[config.mk]
export PLATFORM = sky130hd
export DESIGN_NAME = composite_video_line_timing
export DESIGN_NICKNAME = d
export VERILOG_FILES = /design/src/hw/video_timing_pkg.sv /design/src/hw/composite_video_line_timing.sv /design/src/hw/video_tick_divider.sv
export SDC_FILE = /design/constraint.sdc
export NUM_CORES = 1
export LEC_CHECK = 0
export BUFFER_PORTS_ARGS = -buffer_cell sky130_fd_sc_hd__buf_2
export CAP_MARGIN = 10
export CORE_MARGIN = 2
export CORE_UTILIZATION = 40
export CTS_CLUSTER_DIAMETER = 100
export DETAILED_ROUTE_END_ITERATION = 10
export SYNTH_ARGS = -nofsm -noshare
export SYNTH_HDL_FRONTEND = slang
export SYNTH_SLANG_ARGS = --single-unit
[constraint.sdc]
create_clock -name clk -period 9 [get_ports clk]
set_clock_uncertainty 0.2 [all_clocks]
set_input_delay 1.8 -clock clk [delete_from_list [all_inputs] [get_ports clk]]
set_output_delay 1.8 -clock clk [all_outputs]
set_load 0.01 [all_outputs]
[src/hw/video_timing_pkg.sv]
// Purpose: Shared constants and types for the composite video line timing generator
// Assumes: 200 MHz system clock, counts expressed in 27 MHz video clocks
// Notes: Each standard has its own count set, chosen at run time; sync and equalizing widths, edge ramp and vertical interval are shared
`default_nettype none

package video_timing_pkg;

  // Clock rates, used by the fractional divider
  localparam int SYS_CLOCK_MHZ = 200;
  localparam int VIDEO_CLOCK_MHZ = 27;
  localparam int DIV_ACC_WIDTH = 8;

  localparam int COUNT_WIDTH = 11;

  // Full line period
  localparam logic [10:0] NTSC_LINE_PERIOD = 11'd1716;
  localparam logic [10:0] PAL_LINE_PERIOD = 11'd1728;
  // Sync reference to burst start, and burst length
  localparam logic [10:0] NTSC_BURST_START = 11'd144;
  localparam logic [10:0] PAL_BURST_START = 11'd153;
  localparam logic [10:0] NTSC_BURST_LEN = 11'd63;
  localparam logic [10:0] PAL_BURST_LEN = 11'd66;
  // Sync reference to video signal, and video signal length
  localparam logic [10:0] NTSC_VIDEO_START = 11'd255;
  localparam logic [10:0] PAL_VIDEO_START = 11'd279;
  localparam logic [10:0] NTSC_VIDEO_LEN = 11'd1423;
  localparam logic [10:0] PAL_VIDEO_LEN = 11'd1413;
  // Front porch after the video signal
  localparam logic [10:0] NTSC_FRONT_PORCH = 11'd36;
  localparam logic [10:0] PAL_FRONT_PORCH = 11'd39;
  // Horizontal sync width, common to both standards
  localparam logic [10:0] HSYNC_WIDTH = 11'd128;
  // Edge shaping length for all sync, equalizing and vertical pulses
  localparam logic [10:0] EDGE_RAMP = 11'd4;
  localparam logic [2:0] RAMP_DEPTH = 3'h4;
  // Overscan margins
  localparam logic [10:0] NTSC_BACK_OVERSCAN = 11'd9;
  localparam logic [10:0] PAL_BACK_OVERSCAN = 11'd14;
  localparam logic [10:0] NTSC_FRONT_OVERSCAN = 11'd8;
  localparam logic [10:0] PAL_FRONT_OVERSCAN = 11'd13;
  // Half-line period for equalizing and vertical lines
  localparam logic [10:0] NTSC_HALF_PERIOD = 11'd858;
  localparam logic [10:0] PAL_HALF_PERIOD = 11'd864;
  // Equalizing pulse width and its distance from the end of the video signal
  localparam logic [10:0] EQ_PULSE_WIDTH = 11'd64;
  localparam logic [10:0] NTSC_SIGNAL_TO_PULSE = 11'd38;
  localparam logic [10:0] PAL_SIGNAL_TO_PULSE = 11'd41;
  // Broad vertical pulse width and interval
  localparam logic [10:0] NTSC_VPULSE_WIDTH = 11'd730;
  localparam logic [10:0] PAL_VPULSE_WIDTH = 11'd736;
  localparam logic [10:0] VPULSE_INTERVAL = 11'd128;

  // Pulse start inside a half-line, folded back into the line period
  localparam logic [10:0] NTSC_PULSE_START = 11'((NTSC_VIDEO_START + NTSC_VIDEO_LEN
    + NTSC_SIGNAL_TO_PULSE) % NTSC_LINE_PERIOD);
  localparam logic [10:0] PAL_PULSE_START = 11'((PAL_VIDEO_START + PAL_VIDEO_LEN
    + PAL_SIGNAL_TO_PULSE) % PAL_LINE_PERIOD);

  // Kind of line being generated, chosen by the field sequencer outside
  typedef enum logic [1:0] {
    LINE_NORMAL,
    LINE_EQUALIZING,
    LINE_VERTICAL
  } line_kind_type;

endpackage : video_timing_pkg

`default_nettype wire

[src/hw/composite_video_line_timing.sv]
// Purpose: Line and pulse timing generator for a composite video encoder
// Assumes: Field sequencer outside picks the line kind and marks field starts
// Notes: All counts advance on a 27 MHz enable derived from the 200 MHz clock
`default_nettype none

module composite_video_line_timing
  import video_timing_pkg::*;
(
  input wire logic clk,
  input wire logic rst,
  input wire logic pal_select_pin,
  input wire logic field_start,
  input wire line_kind_type line_kind_in,
  output logic video_tick,
  output logic line_start,
  output logic half_line_start,
  output logic [COUNT_WIDTH-1:0] h_count,
  output logic [2:0] sync_depth,
  output logic burst_active,
  output logic video_region,
  output logic active_picture,
  output logic front_porch,
  output logic pal_active,
  output line_kind_type line_kind
);

  // Shape depth for a pulse that starts at rel 0 and is width long
  function automatic logic [2:0] pulse_depth(input logic [10:0] rel, input logic [10:0] width);
    logic [2:0] depth;
    depth = 3'h0;
    if (rel < EDGE_RAMP) begin
      depth = 3'(rel + 11'd1);
    end else if (rel < width) begin
      depth = RAMP_DEPTH;
    end else if (rel < width + EDGE_RAMP) begin
      depth = 3'(width + EDGE_RAMP - 11'd1 - rel);
    end
    return depth;
  endfunction : pulse_depth

  logic tick;

  // Enable at the video rate
  video_tick_divider u_tick_divider (
    .clk(clk),
    .rst(rst),
    .video_tick(tick)
  );

  // Standard select pin synchroniser, three stages
  logic pal_s1_reg;
  logic pal_s1_next;
  logic pal_s2_reg;
  logic pal_s2_next;
  logic pal_s3_reg;
  logic pal_s3_next;
  logic pal_stable_reg;
  logic pal_stable_next;

  // Shift the pin in, accept a change once the last two stages agree
  always_comb begin
    pal_s1_next = pal_select_pin;
    pal_s2_next = pal_s1_reg;
    pal_s3_next = pal_s2_reg;
    pal_stable_next = pal_stable_reg;
    if (pal_s2_reg == pal_s3_reg) begin
      pal_stable_next = pal_s3_reg;
    end
  end

  // Synchroniser state, resets to the NTSC level
  always_ff @(posedge clk) begin
    if (rst) begin
      pal_s1_reg <= 1'b0;
      pal_s2_reg <= 1'b0;
      pal_s3_reg <= 1'b0;
      pal_stable_reg <= 1'b0;
    end else begin
      pal_s1_reg <= pal_s1_next;
      pal_s2_reg <= pal_s2_next;
      pal_s3_reg <= pal_s3_next;
      pal_stable_reg <= pal_stable_next;
    end
  end

  // Line counters and per-line settings
  logic [10:0] h_reg;
  logic [10:0] h_next;
  logic [10:0] half_reg;
  logic [10:0] half_next;
  logic pal_reg;
  logic pal_next;
  logic field_pending_reg;
  logic field_pending_next;
  line_kind_type kind_reg;
  line_kind_type kind_next;
  logic wrap;
  logic half_wrap;
  logic [10:0] line_period;
  logic [10:0] half_period;

  // Period of the current standard
  always_comb begin
    line_period = pal_reg ? PAL_LINE_PERIOD : NTSC_LINE_PERIOD;
    half_period = pal_reg ? PAL_HALF_PERIOD : NTSC_HALF_PERIOD;
  end

  // Count video clocks, restart at line and half-line ends
  always_comb begin
    h_next = h_reg;
    half_next = half_reg;
    pal_next = pal_reg;
    kind_next = kind_reg;
    wrap = tick && (h_reg == line_period - 11'd1);
    half_wrap = tick && (half_reg == half_period - 11'd1);
    field_pending_next = field_pending_reg;
    if (tick) begin
      h_next = wrap ? 11'd0 : h_reg + 11'd1;
      half_next = (wrap || half_wrap) ? 11'd0 : half_reg + 11'd1;
    end
    if (wrap) begin
      kind_next = line_kind_in;
      if (field_pending_reg) begin
        pal_next = pal_stable_reg;
        field_pending_next = 1'b0;
      end
    end
    // A new field mark wins over the clear at the wrap
    if (field_start) begin
      field_pending_next = 1'b1;
    end
  end

  // Counter state, starts at the sync reference
  always_ff @(posedge clk) begin
    if (rst) begin
      h_reg <= 11'd0;
      half_reg <= 11'd0;
      pal_reg <= 1'b0;
      field_pending_reg <= 1'b0;
      kind_reg <= LINE_NORMAL;
    end else begin
      h_reg <= h_next;
      half_reg <= half_next;
      pal_reg <= pal_next;
      field_pending_reg <= field_pending_next;
      kind_reg <= kind_next;
    end
  end

  // Per-standard edge positions
  logic [10:0] burst_start;
  logic [10:0] burst_len;
  logic [10:0] video_start;
  logic [10:0] video_len;
  logic [10:0] porch_len;
  logic [10:0] back_margin;
  logic [10:0] front_margin;
  logic [10:0] pulse_start;
  logic [10:0] vpulse_width;

  always_comb begin
    burst_start = pal_reg ? PAL_BURST_START : NTSC_BURST_START;
    burst_len = pal_reg ? PAL_BURST_LEN : NTSC_BURST_LEN;
    video_start = pal_reg ? PAL_VIDEO_START : NTSC_VIDEO_START;
    video_len = pal_reg ? PAL_VIDEO_LEN : NTSC_VIDEO_LEN;
    porch_len = pal_reg ? PAL_FRONT_PORCH : NTSC_FRONT_PORCH;
    back_margin = pal_reg ? PAL_BACK_OVERSCAN : NTSC_BACK_OVERSCAN;
    front_margin = pal_reg ? PAL_FRONT_OVERSCAN : NTSC_FRONT_OVERSCAN;
    pulse_start = pal_reg ? PAL_PULSE_START : NTSC_PULSE_START;
    vpulse_width = pal_reg ? PAL_VPULSE_WIDTH : NTSC_VPULSE_WIDTH;
  end

  // Decoded outputs, registered
  logic line_start_reg;
  logic line_start_next;
  logic half_start_reg;
  logic half_start_next;
  logic [10:0] h_out_reg;
  logic [2:0] depth_reg;
  logic [2:0] depth_next;
  logic burst_reg;
  logic burst_next;
  logic video_reg;
  logic video_next;
  logic picture_reg;
  logic picture_next;
  logic porch_reg;
  logic porch_next;
  logic [10:0] h_out_next;
  logic [10:0] pulse_rel;
  logic [10:0] video_end;
  logic [10:0] burst_end;
  logic [10:0] picture_start;
  logic [10:0] picture_end;
  logic [10:0] porch_end;

  // Window ends and the offset into the half-line from the pulse start
  always_comb begin
    video_end = video_start + video_len;
    burst_end = burst_start + burst_len;
    picture_start = video_start + back_margin;
    picture_end = video_end - front_margin;
    porch_end = video_end + porch_len;
    // Pulse start may lie late in the half-line, so fold the offset
    if (half_reg >= pulse_start) begin
      pulse_rel = half_reg - pulse_start;
    end else begin
      pulse_rel = half_reg + half_period - pulse_start;
    end
  end

  // Next output levels for the current position and line kind
  always_comb begin
    line_start_next = wrap;
    h_out_next = h_reg;
    half_start_next = half_wrap && !wrap;
    burst_next = 1'b0;
    video_next = 1'b0;
    picture_next = 1'b0;
    porch_next = 1'b0;
    depth_next = 3'h0;
    case (kind_reg)
      LINE_EQUALIZING: begin
        depth_next = pulse_depth(pulse_rel, EQ_PULSE_WIDTH);
      end
      LINE_VERTICAL: begin
        // Low for the broad width, then blanking for the rest of the half-line
        depth_next = pulse_depth(pulse_rel, vpulse_width);
      end
      default: begin
        // Burst and picture levels appear on normal lines only
        depth_next = pulse_depth(h_reg, HSYNC_WIDTH);
        burst_next = (h_reg >= burst_start) && (h_reg < burst_end);
        video_next = (h_reg >= video_start) && (h_reg < video_end);
        picture_next = (h_reg >= picture_start) && (h_reg < picture_end);
        porch_next = (h_reg >= video_end) && (h_reg < porch_end);
      end
    endcase
  end

  // Output registers, cleared by reset
  always_ff @(posedge clk) begin
    if (rst) begin
      line_start_reg <= 1'b0;
      half_start_reg <= 1'b0;
      h_out_reg <= 11'd0;
      depth_reg <= 3'h0;
      burst_reg <= 1'b0;
      video_reg <= 1'b0;
      picture_reg <= 1'b0;
      porch_reg <= 1'b0;
    end else begin
      line_start_reg <= line_start_next;
      half_start_reg <= half_start_next;
      h_out_reg <= h_out_next;
      depth_reg <= depth_next;
      burst_reg <= burst_next;
      video_reg <= video_next;
      picture_reg <= picture_next;
      porch_reg <= porch_next;
    end
  end

  // Port drive
  assign video_tick = tick;
  assign line_start = line_start_reg;
  assign half_line_start = half_start_reg;
  assign h_count = h_out_reg;
  assign sync_depth = depth_reg;
  assign burst_active = burst_reg;
  assign video_region = video_reg;
  assign active_picture = picture_reg;
  assign front_porch = porch_reg;
  assign pal_active = pal_reg;
  assign line_kind = kind_reg;

endmodule : composite_video_line_timing

`default_nettype wire

[src/hw/video_tick_divider.sv]
// Purpose: Fractional divider making a 27 MHz enable pulse from the system clock
// Assumes: Rates are integers in MHz with video rate below the system rate
// Notes: Pulse spacing jitters by one cycle, average rate is exact
`default_nettype none

module video_tick_divider
  import video_timing_pkg::*;
(
  input wire logic clk,
  input wire logic rst,
  output logic video_tick
);

  logic [DIV_ACC_WIDTH-1:0] acc_reg;
  logic [DIV_ACC_WIDTH-1:0] acc_next;
  logic tick_reg;
  logic tick_next;
  logic [DIV_ACC_WIDTH:0] acc_sum;

  // Accumulate the video rate, wrap at the system rate
  always_comb begin
    acc_sum = {1'b0, acc_reg} + (DIV_ACC_WIDTH+1)'(VIDEO_CLOCK_MHZ);
    tick_next = 1'b0;
    acc_next = acc_sum[DIV_ACC_WIDTH-1:0];
    if (acc_sum >= (DIV_ACC_WIDTH+1)'(SYS_CLOCK_MHZ)) begin
      acc_next = DIV_ACC_WIDTH'(acc_sum - (DIV_ACC_WIDTH+1)'(SYS_CLOCK_MHZ));
      tick_next = 1'b1;
    end
  end

  always_ff @(posedge clk) begin
    if (rst) begin
      acc_reg <= '0;
      tick_reg <= 1'b0;
    end else begin
      acc_reg <= acc_next;
      tick_reg <= tick_next;
    end
  end

  assign video_tick = tick_reg;

endmodule : video_tick_divider

`default_nettype wire

# == After elaboration in Yosys (flattened, before gate mapping) ==
# Cells that the tools add are included.
# word_totals
inputBits,6
ff_bits,59
# op_classes
n_mux,28
n_eq_ne,5
reduce_logical,12
add_sub_neg,20
order_cmp,18
# op_table
cell,count
11-bit less-than comparator,4
3-bit two-way mux,12
11-bit two-way mux,3
"11-bit by 1-bit adder with 11-bit output, second input constant",2
11-bit equality test,2
"11-bit by 3-bit less-than comparator with 1-bit output, second input constant",2
"11-bit by 7-bit less-than comparator with 1-bit output, second input constant",2
"11-bit by 8-bit less-than comparator with 1-bit output, second input constant",2
11-bit by 3-bit subtractor with 11-bit output,2
7-bit two-way mux,2
6-bit two-way mux,2
"10-bit by 3-bit adder with 11-bit output, second input constant",1
11-bit by 10-bit adder with 11-bit output,1
11-bit by 6-bit adder with 11-bit output,1
9-bit by 11-bit adder with 11-bit output,1
11-bit by 10-bit greater-or-equal comparator with 1-bit output,1
11-bit greater-or-equal comparator,1
11-bit by 3-bit greater-or-equal comparator with 1-bit output,1
11-bit by 8-bit greater-or-equal comparator with 1-bit output,1
11-bit by 9-bit greater-or-equal comparator with 1-bit output,1
11-bit by 10-bit less-than comparator with 1-bit output,1
11-bit by 9-bit less-than comparator with 1-bit output,1
"10-bit by 1-bit subtractor with 11-bit output, second input constant",1
"10-bit by 2-bit subtractor with 11-bit output, second input constant",1
25 further kinds,35

# == Logic depth before layout (Yosys ltp) ==
# Gate-level depths: netlist of the first run.
# logic_depth
depth_word,9
ltp_mapped,17
mapped_depth_nobuf,17

# == By module ==
# From an unflattened synthesis of the first run, not the netlist that was laid out.
# unflattened
hier_cells,499
hier_area_um2,4195.3
# by_module_without_submodules
module,area_per_inst_um2,instances,cells_per_inst
composite_video_line_timing,3467.1,1,418
video_tick_divider,728.2,1,81

# == Least setup slack after synthesis of the first run ==
# No wires, ideal clock.
# synth_path
path_type,flip-flop to flip-flop
start,"register pal_reg, in the netlist pal_active"
end,"register depth_reg[2], in the netlist sync_depth[2]"
setup_ns,0.131
synth_period_minus_slack_ns,4.536
n_path_buf,1
arrival_time_ns,4.204
setup_slack_ns,4.464
stages_incl_launch_ff,14
path_cell_list,dfxtp_1 -> inv_1 -> ha_1 -> clkbuf_1 -> inv_1 -> fa_1 -> or2_2 -> a221oi_1 -> o21ai_0 -> nor4b_4 -> o221ai_2 -> or4b_1 -> a21oi_1 -> a21oi_1
# synth_between
elab_chain_cells,9
# synth_lines
element,line,source
from (decl),composite_video_line_timing.sv:91,logic pal_reg;
from (signal assigned),composite_video_line_timing.sv:145,pal_reg <= pal_next;
6-bit two-way mux,"composite_video_line_timing.sv:105, composite_video_line_timing.sv:171",
11-bit by 10-bit adder with 11-bit output,composite_video_line_timing.sv:209,pulse_rel = half_reg + half_period - pulse_start;
11-bit by 3-bit subtractor with 11-bit output,composite_video_line_timing.sv:209,
11-bit two-way mux,composite_video_line_timing.sv:206,if (half_reg >= pulse_start) begin
11-bit less-than comparator (tied with other cells),composite_video_line_timing.sv:35,end else if (rel < width + EDGE_RAMP) begin
3-bit two-way mux,composite_video_line_timing.sv:35,
3-bit two-way mux,composite_video_line_timing.sv:33,end else if (rel < width) begin
3-bit two-way mux,composite_video_line_timing.sv:31,if (rel < EDGE_RAMP) begin
3-bit case mux with 2 select lines (*),composite_video_line_timing.sv:223,case (kind_reg)
to (signal assigned),composite_video_line_timing.sv:257,depth_reg <= depth_next;
to (decl),composite_video_line_timing.sv:180,logic [2:0] depth_reg;
# Mark *: on every way between the ends. The rest lies on a longest branch, timed or not.
# A chain may end at the register's enable or synchronous reset.

# == Final worst setup path of the first run ==
# Ends and elaborated chain as after synthesis.

==> metrics.json, run 1 <==
{
  "synth": {
    "synth-warning-count": 0,
    "ys_top_cells_by_area": "sky130_fd_sc_hd__dfxtp_1 27%, sky130_fd_sc_hd__ha_1 14%, sky130_fd_sc_hd__nor2_1 5.5%, sky130_fd_sc_hd__xnor2_1 4.4%, sky130_fd_sc_hd__nand2_1 3.1%",
    "top_ff_cell_synth": "sky130_fd_sc_hd__dfxtp_1",
    "post-synth-top-area-cell": "sky130_fd_sc_hd__dfxtp_1",
    "ys_types": 69,
    "netlist_area_um2": 4330,
    "synth-async-reset-ratio_pct": 0,
    "synth.ff_latch_count": 59,
    "mapped_nets": 588,
    "syn-instance-count": 534,
    "synthMostInstantiatedCell": "sky130_fd_sc_hd__nor2_1",
    "ys_top_cells_by_count": "64 x sky130_fd_sc_hd__nor2_1, 59 x sky130_fd_sc_hd__dfxtp_1, 47 x sky130_fd_sc_hd__ha_1",
    "synthDominantCellAreaShare_pct": 27.3,
    "postSynthAreaPerCell_um2": 8.11,
    "count_of_flip_flops_with_a_built_in_enable_after_synthesis": 0,
    "synth_seq_area_share_pct": 27.3
  },
  "clock_network": {
    "cts-root-buf": "sky130_fd_sc_hd__clkbuf_8",
    "cts.sink_count": 59,
    "clk_transition_reported_paths_ns": 0.07,
    "tritoncts": "built",
    "cts_repair_resize_count": 0,
    "postCtsSetupBuffers": 0,
    "ctsLongestPathBuffers": 2,
    "htree_levels": 3,
    "numCtsBuffers": 9,
    "hold_buffers": 0,
    "clk_latency_ns": 0.35
  },
  "floorplan": {
    "initial_core_util_pct": 40.5,
    "floorplan.die.height_um": 108,
    "die_area_um2": 11700,
    "number_of_rows_in_the_core_area": 38,
    "core-area_um2": 10700,
    "boundaryPins": 30,
    "chipWidth_um": 108
  },
  "route": {
    "route.detailed.vias_per_inst": 5.47,
    "route.met2.wl_um": 4580,
    "highest_routing_layer_actually_used": "met4",
    "route.vias.total": 3794,
    "number_of_routed_nets_with_antenna_violations": 0,
    "first_pass_iters": 5,
    "drc_errors": 0,
    "routed_wirelength_um": 10600,
    "dr_wl_cell_um": 15.2,
    "dr_wl_met3_um": 600,
    "dr.first_iter.drc_count": 251,
    "wl_met1_um": 5190
  },
  "timing": {
    "timing.final.crit_period_ns": 5.02,
    "final_worst_path_setup_slack_ns": 3.98,
    "maxSlewViolCount": 0,
    "setup_viol": 0,
    "hold_viol_final": 0,
    "setup_total_negative_slack_ns": 0,
    "slew_headroom_pct": 52.8,
    "max_slew.worst_pin.slew_ns": 0.707,
    "fmax_ghz": 0.199,
    "rsz0062_at_grt": "no",
    "min_period_over_period_pct": 55.8
  },
  "place": {
    "gp_routability_congestion": 0.904,
    "io_buffer_count": 29,
    "place.detailed.hpwl_um": 7930,
    "dpl_worst_slack_ns": 4.02
  },
  "critical_path": {
    "worstSetupEndpoint": "sync_depth[2]",
    "cp.required_ns": 9.01,
    "critPathKind": "flip-flop to flip-flop",
    "crit-reg2reg-launch": "pal_active",
    "worst-r2r-cell-count": 12,
    "crit_path_start": "pal_active",
    "worst_setup_path_start_kind": "flip-flop",
    "critPathArrivalTime_ns": 5.03,
    "crit_end_category": "flip-flop",
    "worst_r2r_endpoint": "sync_depth[2]",
    "reg2reg_setup_slack_ns": 3.98,
    "worst-path-max-fanout": 18
  },
  "pwr": {
    "power_density_nw_per_um2": 144,
    "clock_power_share_pct": 41.2,
    "cell_internal_pwr_uw": 498,
    "p_sw_share_pct": 27.6,
    "total_switching_power_uw": 190,
    "seq_power_share_pct": 42.4,
    "p_leak_nw": 1.94,
    "pwr-share-comb_pct": 16.4,
    "max-vdd-ir-drop_v": 0.000136
  },
  "job": {
    "max-cap-violations": 0
  },
  "cells_and_area": {
    "area_delta_synth_final_pct": 10.6,
    "fillCellCount": 1079,
    "layout.area.seq_um2": 1180,
    "final_layout_size_suffix_gt1_share_pct": 11.0,
    "multi_input_gate_area_um2": 2910,
    "num_antenna_cells": 0,
    "final_net_count": 603
  },
  "global_route": {
    "global_route_wire_length_before_repair_um": 17500,
    "grt_max_degree": 39,
    "grt_pass1_vias": 3490,
    "grt_antenna_before_repair": 0,
    "globalRoute.totalOverflow": 0,
    "track_usage_pct": 19.1
  },
  "run_status": {
    "status": "finished clean"
  },
  "worst_hold_path": {
    "class_of_the_tightest_hold_or_removal_check": "flip-flop to flip-flop"
  }
}
-- placed cells by master (no fill, tap or decap), types with 3 or more instances in the layout --
cell                       instances
sky130_fd_sc_hd__or4_1             4
sky130_fd_sc_hd__xor2_1           14
sky130_fd_sc_hd__a311oi_1          4
sky130_fd_sc_hd__a211o_1           3
sky130_fd_sc_hd__o21ai_0          19
sky130_fd_sc_hd__and3_1            5
sky130_fd_sc_hd__dfxtp_1          59
sky130_fd_sc_hd__or3_1             6
sky130_fd_sc_hd__and2_1            6
sky130_fd_sc_hd__nand2b_1         10
sky130_fd_sc_hd__mux2i_1           8
sky130_fd_sc_hd__nand3_1          20
sky130_fd_sc_hd__nand4b_1          4
sky130_fd_sc_hd__a211oi_1          9
sky130_fd_sc_hd__a21o_1            4
sky130_fd_sc_hd__xnor2_1          22
sky130_fd_sc_hd__nor3b_1           4
sky130_fd_sc_hd__nor2_1           64
sky130_fd_sc_hd__buf_2            29
sky130_fd_sc_hd__nand2_1          36
sky130_fd_sc_hd__or2_2             4
sky130_fd_sc_hd__ha_1             47
sky130_fd_sc_hd__nor4_1            5
sky130_fd_sc_hd__nor2b_1          16
sky130_fd_sc_hd__nor3_1           15
sky130_fd_sc_hd__clkbuf_8         11
sky130_fd_sc_hd__nand4_1           8
sky130_fd_sc_hd__a21oi_1          23
sky130_fd_sc_hd__inv_1            34
sky130_fd_sc_hd__a221oi_1          3
-- routing by layer --
layer,global-route usage (%),vias to the layer above
li1,-,1921
met1,26.4,1748
met2,29.0,110
met3,4.46,15
met4,7.23,0
met5,0,-
-- cells by family (layout without fill, tap and decap cells) --
| kind of cell | Yosys count | count (layout) | synth area share, % |
|---|---|---|---|
| muxes | 9 | 9 | 2.11 |
| buffers and inverters | 61 | 81 | 5.49 |
| and+or+nand+nor | 220 | 220 | 26.8 |
| adders and majority gates | 48 | 48 | 14.0 |
| AOI/OAI and AO/OA | 101 | 101 | 17.1 |
| DFF | 59 | 59 | 27.3 |
| xor gates and xnor gates | 36 | 36 | 7.28 |
-- through the flow --
step | cell area [um2] | power (mW) | hold slack [ns] | utilization [%] | std cells
4_1_cts | 4790 | 0.695 | 0.254 | 44.8 | 694
3_3_place_gp | 4550 | 0.406 | 0.221 | 42.6 | 678
5_1_grt | 4790 | 0.726 | 0.285 | 44.8 | 694
2_1_floorplan | 4330 | 0.387 | 0.214 | - | 534
3_5_place_dp | 4550 | 0.411 | 0.226 | 42.6 | 678
6_report | 4790 | 0.688 | 0.249 | 44.8 | 694
-- worst max-delay path, stage by stage (launching register included) --
cell and delay [ns]:
sky130_fd_sc_hd__dfxtp_1 0.78, sky130_fd_sc_hd__inv_1 0.43, sky130_fd_sc_hd__ha_1 0.65, sky130_fd_sc_hd__inv_1 0.15, sky130_fd_sc_hd__fa_1 0.55, sky130_fd_sc_hd__or2_2 0.35
sky130_fd_sc_hd__a221oi_1 0.37, sky130_fd_sc_hd__o21ai_0 0.20, sky130_fd_sc_hd__nor4b_4 0.29, sky130_fd_sc_hd__o221ai_2 0.19, sky130_fd_sc_hd__or4b_1 0.49, sky130_fd_sc_hd__a21oi_1 0.16
sky130_fd_sc_hd__a21oi_1 0.05
-- worst min path at each step --
stage	startpoint	to	slack, ns	cells after the start
2_1_floorplan	pal_s1_reg	pal_s2_reg	0.21	1
3_3_place_gp	pal_s1_reg	pal_s2_reg	0.22	1
3_5_place_dp	pal_s1_reg	pal_s2_reg	0.23	1
4_1_cts	pal_s1_reg	pal_s2_reg	0.25	1
5_1_grt	pal_s1_reg	pal_s2_reg	0.29	1
6_report	pal_s1_reg	pal_s2_reg	0.25	1
-- cell type report --
| cell class | instances | share of cell area (%) |
|---|---|---|
| inverter | 35 | 2.74 |
| multi-input combinational | 414 | 60.8 |
| tap | 140 | 3.66 |
| clock buffer | 11 | 3.16 |
| sequential | 59 | 24.7 |
| timing repair buffer | 30 | 3.19 |
| clock inverter | 5 | 1.78 |
-- power groups by stage --
stage,logic [mW],clock network [mW],registers (mW)
4_1_cts,0.113,0.290,0.291
3_3_place_gp,0.109,0,0.297
2_1_floorplan,0.0935,0,0.293
6_report,0.113,0.283,0.292
3_5_place_dp,0.113,0,0.297
5_1_grt,0.129,0.303,0.294
Note: power is estimated with default switching activity, not from simulation.
==> inputs of run 2 (changes only) <==
==> constraint.sdc (replaced) <==
create_clock -name clk -period 4 [get_ports clk]
set_clock_uncertainty 0.2 [all_clocks]
set_input_delay 0.8 -clock clk [delete_from_list [all_inputs] [get_ports clk]]
set_output_delay 0.8 -clock clk [all_outputs]
set_load 0.01 [all_outputs]
==> run 2 against run 1 <==
Effect of this change: die area unchanged; non-clock buffer count up 17; clock power rose by 75%; maximum frequency rose by 31%; sequential cell count unchanged; global-route usage down 0.28 points; final cell count rose by 2.4%; design area is 2.5% higher; count of clock-buffer cells in the layout is 2 lower; combinational power increased by 120%; largest cell class unchanged.
==> metrics.json, run 2 (synthesis results as in run 1) <==
{
  "pwr": {
    "total_switching_power_uw": 440,
    "max-vdd-ir-drop_v": 0.000358,
    "p_sw_share_pct": 31.4,
    "seq_power_share_pct": 46.8,
    "power_density_nw_per_um2": 285,
    "cell_internal_pwr_uw": 961,
    "pwr-share-comb_pct": 17.9,
    "p_leak_nw": 2.01,
    "report.power.total_mw": 1.40,
    "clock_power_share_pct": 35.3
  },
  "global_route": {
    "grt_pass1_vias": 3591,
    "grt_antenna_before_repair": 0,
    "track_usage_pct": 18.8,
    "grt_max_degree": 39,
    "global_route_wire_length_before_repair_um": 17300,
    "globalRoute.totalOverflow": 0
  },
  "timing": {
    "setup_viol": 0,
    "max_slew.worst_pin.slew_ns": 0.686,
    "final_worst_path_setup_slack_ns": 0.174,
    "slew_headroom_pct": 54.3,
    "hold_viol_final": 0,
    "fmax_ghz": 0.261,
    "maxSlewViolCount": 0,
    "min_period_over_period_pct": 95.7,
    "timing.final.crit_period_ns": 3.83
  },
  "clock_network": {
    "clk_latency_ns": 0.34,
    "hold_buffers": 0,
    "clk_transition_reported_paths_ns": 0.07,
    "cts.sink_count": 59,
    "htree_levels": 3,
    "ctsLongestPathBuffers": 2,
    "cts-root-buf": "sky130_fd_sc_hd__clkbuf_8",
    "tritoncts": "built",
    "numCtsBuffers": 9
  },
  "route": {
    "number_of_routed_nets_with_antenna_violations": 0,
    "route.vias.total": 3897,
    "routed_wirelength_um": 10600,
    "route.detailed.vias_per_inst": 5.48,
    "dr_wl_cell_um": 14.9,
    "first_pass_iters": 5,
    "drc_errors": 0,
    "dr.first_iter.drc_count": 257
  },
  "cells_and_area": {
    "final_layout_size_suffix_gt1_share_pct": 15.6,
    "num_antenna_cells": 0,
    "final_net_count": 620,
    "layout.cells.most_common_list": "63 x sky130_fd_sc_hd__nor2_1, 56 x sky130_fd_sc_hd__dfxtp_1, 46 x sky130_fd_sc_hd__ha_1",
    "area_delta_synth_final_pct": 13.3,
    "final_area_um2": 4910,
    "final_cell_count_no_fill": 711,
    "final_common_cell": "sky130_fd_sc_hd__nor2_1"
  },
  "critical_path": {
    "critPathArrivalTime_ns": 3.88,
    "crit_slowest_cell": "sky130_fd_sc_hd__dfxtp_4",
    "worst_r2r_endpoint": "sync_depth[1]",
    "worst_setup_path_start_kind": "flip-flop",
    "worst-path-max-fanout": 5,
    "crit-reg2reg-launch": "pal_active",
    "worst-r2r-cell-count": 15,
    "cp.required_ns": 4.05,
    "critical_path.cell_chain": "clkinvlp_4, ha_1, ha_1, a21o_1, and3_1, nor2_2, xor2_1, o21ai_0, ha_1, a21o_1, a21o_1, or2_2, a2111oi_4, a21oi_1, o221ai_1",
    "crit_end_category": "flip-flop",
    "critPathKind": "flip-flop to flip-flop",
    "reg2reg_setup_slack_ns": 0.17,
    "slowest_cell_delay_on_critical_path_ns": 0.39
  },
  "floorplan": {
    "floorplan.die.height_um": 108,
    "core-area_um2": 10700,
    "boundaryPins": 30,
    "chipWidth_um": 108,
    "number_of_rows_in_the_core_area": 38,
    "die_area_um2": 11700,
    "initial_core_util_pct": 40.5
  },
  "run_status": {
    "status": "finished clean"
  },
  "worst_hold_path": {
    "min_delay_path_depth": 1,
    "min_from": "pal_s1_reg",
    "hold-path-endpoint": "pal_s2_reg",
    "class_of_the_tightest_hold_or_removal_check": "flip-flop to flip-flop"
  },
  "place": {
    "place.detailed.hpwl_um": 8030,
    "dpl_worst_slack_ns": 0.101,
    "gp_routability_congestion": 0.926,
    "io_buffer_count": 29,
    "numPlacedInstances": 691,
    "place_area_um2": 4670
  },
  "job": {
    "max-cap-violations": 0
  }
}
-- run 2: changes by cell type in the layout (fill, tap and decap cells not counted), sizes merged --
cell / previous run / this run
clkbuf: 11 / 9
buf: 30 / 47
bufinv: 2 / 0
clkinv: 3 / 6
clkinvlp: 1 / 2
-- run 2: worst max path at each step --
stage / from / to / slack [ns]
2_1_floorplan: pal_active / sync_depth[2] / 0.03
3_3_place_gp: pal_active / sync_depth[2] / 0.18
3_5_place_dp: pal_active / sync_depth[2] / 0.10
4_1_cts: pal_active / sync_depth[2] / 0.09
5_1_grt: pal_active / sync_depth[1] / -0.04
6_report: pal_active / sync_depth[1] / 0.17
-- run 2: layout make-up --
type                    count  area [um2]
flip-flops and latches     59        1190
fillers                  1080        5790
repair buffers             47         280
inverters                  35         135
multi-input cells         414        2960
clock buffers               9         124
well taps                 140         175
clock inverters             7        52.6
-- run 2: routing by layer --
metal,up-vias,wire (um),global-route usage (%)
li1,1964,-,-
met1,1815,5220,26.2
met2,101,4620,28.7
met3,17,463,3.68
met4,0,269,7.60
met5,-,0,0
-- run 2: repair_timing --
action,CTS,global route
resized for setup,0,10
endpoints found under the hold margin,0,0
endpoints found under the setup margin,0,3
buffers inserted,0,4
-- run 2: power groups by stage --
stage / sequential (mW) / combinational [mW] / clock [mW]
after floorplan: 0.659 / 0.210 / 0
after global placement: 0.667 / 0.247 / 0
after detailed placement: 0.668 / 0.251 / 0
after CTS: 0.654 / 0.253 / 0.514
after global routing: 0.662 / 0.288 / 0.533
final: 0.655 / 0.251 / 0.495
-- run 2: metrics by stage --
| step | hold WS [ns] | TNS, ns | util (%) |
|---|---|---|---|
| CTS | 0.247 | 0 | 45.3 |
| floorplan | 0.214 | 0 | - |
| finish | 0.245 | 0 | 45.9 |
| global route | 0.272 | -0.0366 | 45.9 |
| detailed placement | 0.230 | 0 | 43.6 |
| global placement | 0.223 | 0 | 43.6 |
-- run 2: critical path: cells and delay by family (launching register included) --
family / cells / cell delay, ns
buffers and inverters: 1 / 0.09
xor gates and xnor gates: 1 / 0.15
and+or+nand+nor: 3 / 0.65
AOI/OAI and AO/OA: 7 / 1.28
DFF: 1 / 0.39
adders and majority gates: 3 / 0.99
==> inputs of run 3 (changes only) <==
--- a/config.mk
+++ b/config.mk
@@ -11,6 +11,7 @@
 export CORE_UTILIZATION = 40
 export CTS_CLUSTER_DIAMETER = 100
 export DETAILED_ROUTE_END_ITERATION = 10
+export REMOVE_ABC_BUFFERS = 1
 export SYNTH_ARGS = -nofsm -noshare
 export SYNTH_HDL_FRONTEND = slang
 export SYNTH_SLANG_ARGS = --single-unit
==> run 3 against run 2 <==
Effect of this change: combinational power rose by 2%; largest power group unchanged; power grew 8.3%; clock power is 22% higher; global-route usage decreased by 0.16 points; largest cell class unchanged; die area unchanged; via count shrank 1.2%; count of clock-buffer cells in the layout grew 3.
==> metrics.json, run 3 (synthesis results as in run 1) <==
{
  "floorplan": {
    "initial_core_util_pct": 40.5,
    "boundaryPins": 30,
    "number_of_rows_in_the_core_area": 38,
    "chipWidth_um": 108,
    "floorplan.die.height_um": 108,
    "core-area_um2": 10700,
    "die_area_um2": 11700
  },
  "route": {
    "route.detailed.vias_per_inst": 5.44,
    "route.vias.total": 3852,
    "first_pass_iters": 5,
    "dr_wl_cell_um": 15.1,
    "number_of_routed_nets_with_antenna_violations": 0,
    "dr.first_iter.drc_count": 313,
    "routed_wirelength_um": 10700,
    "drc_errors": 0
  },
  "pwr": {
    "p_leak_nw": 2.01,
    "max-vdd-ir-drop_v": 0.000303,
    "power_density_nw_per_um2": 308
  },
  "clock_network": {
    "tritoncts": "built",
    "cts.sink_count": 59,
    "htree_levels": 3,
    "numCtsBuffers": 9,
    "cts-root-buf": "sky130_fd_sc_hd__clkbuf_8",
    "ctsLongestPathBuffers": 2,
    "clk_transition_reported_paths_ns": 0.07,
    "clk_latency_ns": 0.34
  },
  "global_route": {
    "globalRoute.totalOverflow": 0,
    "global_route_wire_length_before_repair_um": 17500,
    "grt_antenna_before_repair": 0,
    "track_usage_pct": 18.7,
    "grt_max_degree": 39,
    "grt_pass1_vias": 3552
  },
  "place": {
    "io_buffer_count": 29,
    "gp_routability_congestion": 0.900,
    "place_area_um2": 4660,
    "place.detailed.hpwl_um": 8040
  },
  "critical_path": {
    "worst-r2r-cell-count": 15,
    "cp.required_ns": 4.04,
    "crit_slowest_cell": "sky130_fd_sc_hd__ha_1",
    "critPathKind": "flip-flop to flip-flop",
    "worst-path-max-fanout": 4,
    "worst-path-buf-inv": 1,
    "worst_r2r_endpoint": "sync_depth[0]",
    "reg2reg_setup_slack_ns": 0.20,
    "critPathArrivalTime_ns": 3.83,
    "cp_top_family": "compound AO/OA/AOI/OAI gates",
    "slowest_cell_delay_on_critical_path_ns": 0.36,
    "worst_setup_path_start_kind": "flip-flop",
    "critical_path.cell_chain": "inv_1, ha_1, ha_1, a21o_1, and3_1, nor2_2, xor2_1, o21ai_1, ha_1, a21o_1, a21o_1, or2_4, a2111oi_4, nor2_1, o31ai_1",
    "crit_end_category": "flip-flop",
    "crit-reg2reg-launch": "pal_active"
  },
  "timing": {
    "maxSlewViolCount": 0,
    "hold_viol_final": 0,
    "min_period_over_period_pct": 94.9,
    "slew_headroom_pct": 54.6,
    "timing.final.crit_period_ns": 3.80,
    "setup_viol": 0,
    "rsz0062_at_grt": "no",
    "max_slew.worst_pin.slew_ns": 0.681,
    "fmax_ghz": 0.263,
    "finalHoldWorstSlack_ns": 0.236
  },
  "run_status": {
    "status": "finished clean"
  },
  "worst_hold_path": {
    "min_from": "pal_s1_reg",
    "hold-path-endpoint": "pal_s2_reg",
    "class_of_the_tightest_hold_or_removal_check": "flip-flop to flip-flop",
    "min_delay_path_depth": 1
  },
  "cells_and_area": {
    "final_area_um2": 4930,
    "final_net_count": 617,
    "num_antenna_cells": 0,
    "area_delta_synth_final_pct": 13.7,
    "layout.cells.most_common_list": "63 x sky130_fd_sc_hd__nor2_1, 55 x sky130_fd_sc_hd__dfxtp_1, 46 x sky130_fd_sc_hd__ha_1",
    "final_common_cell": "sky130_fd_sc_hd__nor2_1",
    "final_layout_size_suffix_gt1_share_pct": 14.6
  },
  "job": {
    "max-cap-violations": 0
  }
}
run 3: cell count changes in the layout (fill, tap and decap cells not counted), sizes merged:
cell	delta
buf	-3
bufinv	+2
clkbuf	+3
clkinv	-3
clkinvlp	-2
run 3: worst max-delay path by stage:
| stage | startpoint | to | cells past startpoint |
|---|---|---|---|
| detailed placement | half_reg[1] | sync_depth[0] | 18 |
| finish | pal_active | sync_depth[0] | 15 |
| CTS | half_reg[1] | sync_depth[0] | 18 |
| global route | half_reg[1] | sync_depth[0] | 18 |
| global placement | half_reg[1] | sync_depth[2] | 18 |
| floorplan | pal_active | sync_depth[2] | 12 |
run 3: final cells by class:
cell class	count	area, um2
fill	1067	5770
multi-input combinational	414	2960
sequential	59	1190
timing repair buffer	44	258
tap	140	175
clock buffer	12	145
inverter	35	131
clock inverter	4	73.8
run 3: report_power, final:
| group | total (mW) | switching (mW) | internal (mW) |
|---|---|---|---|
| logic | 0.257 | 0.144 | 0.113 |
| clock network | 0.604 | 0.236 | 0.368 |
| registers | 0.656 | 0.0339 | 0.622 |
| total | 1.52 | 0.414 | 1.10 |
run 3: metrics by stage:
step / util (%) / std cells / worst slack [ns] / total power [mW] / TNS [ns]
detailed placement: 43.6 / 692 / 0.0441 / 0.922 / 0
finish: 46.1 / 708 / 0.203 / 1.52 / 0
floorplan: - / 508 / -0.390 / 0.864 / -0.973
CTS: 45.6 / 708 / 0.0158 / 1.53 / 0
global placement: 43.6 / 692 / 0.190 / 0.913 / 0
global route: 46.1 / 708 / 0.00862 / 1.60 / 0
run 3: timing repair:
action                                  in CTS  in global routing
setup buffers                                0                  0
endpoints found under the setup margin       0                  3
hold buffers                                 0                  0
gates resized for setup                      0                 16
run 3: layer usage:
layer	vias to the layer above	global-route usage [%]	share of wire, %
met5	-	0	0
met4	0	5.77	1.8
met3	17	4.40	5.3
met2	103	28.5	44
met1	1769	26.1	49
li1	1963	-	-
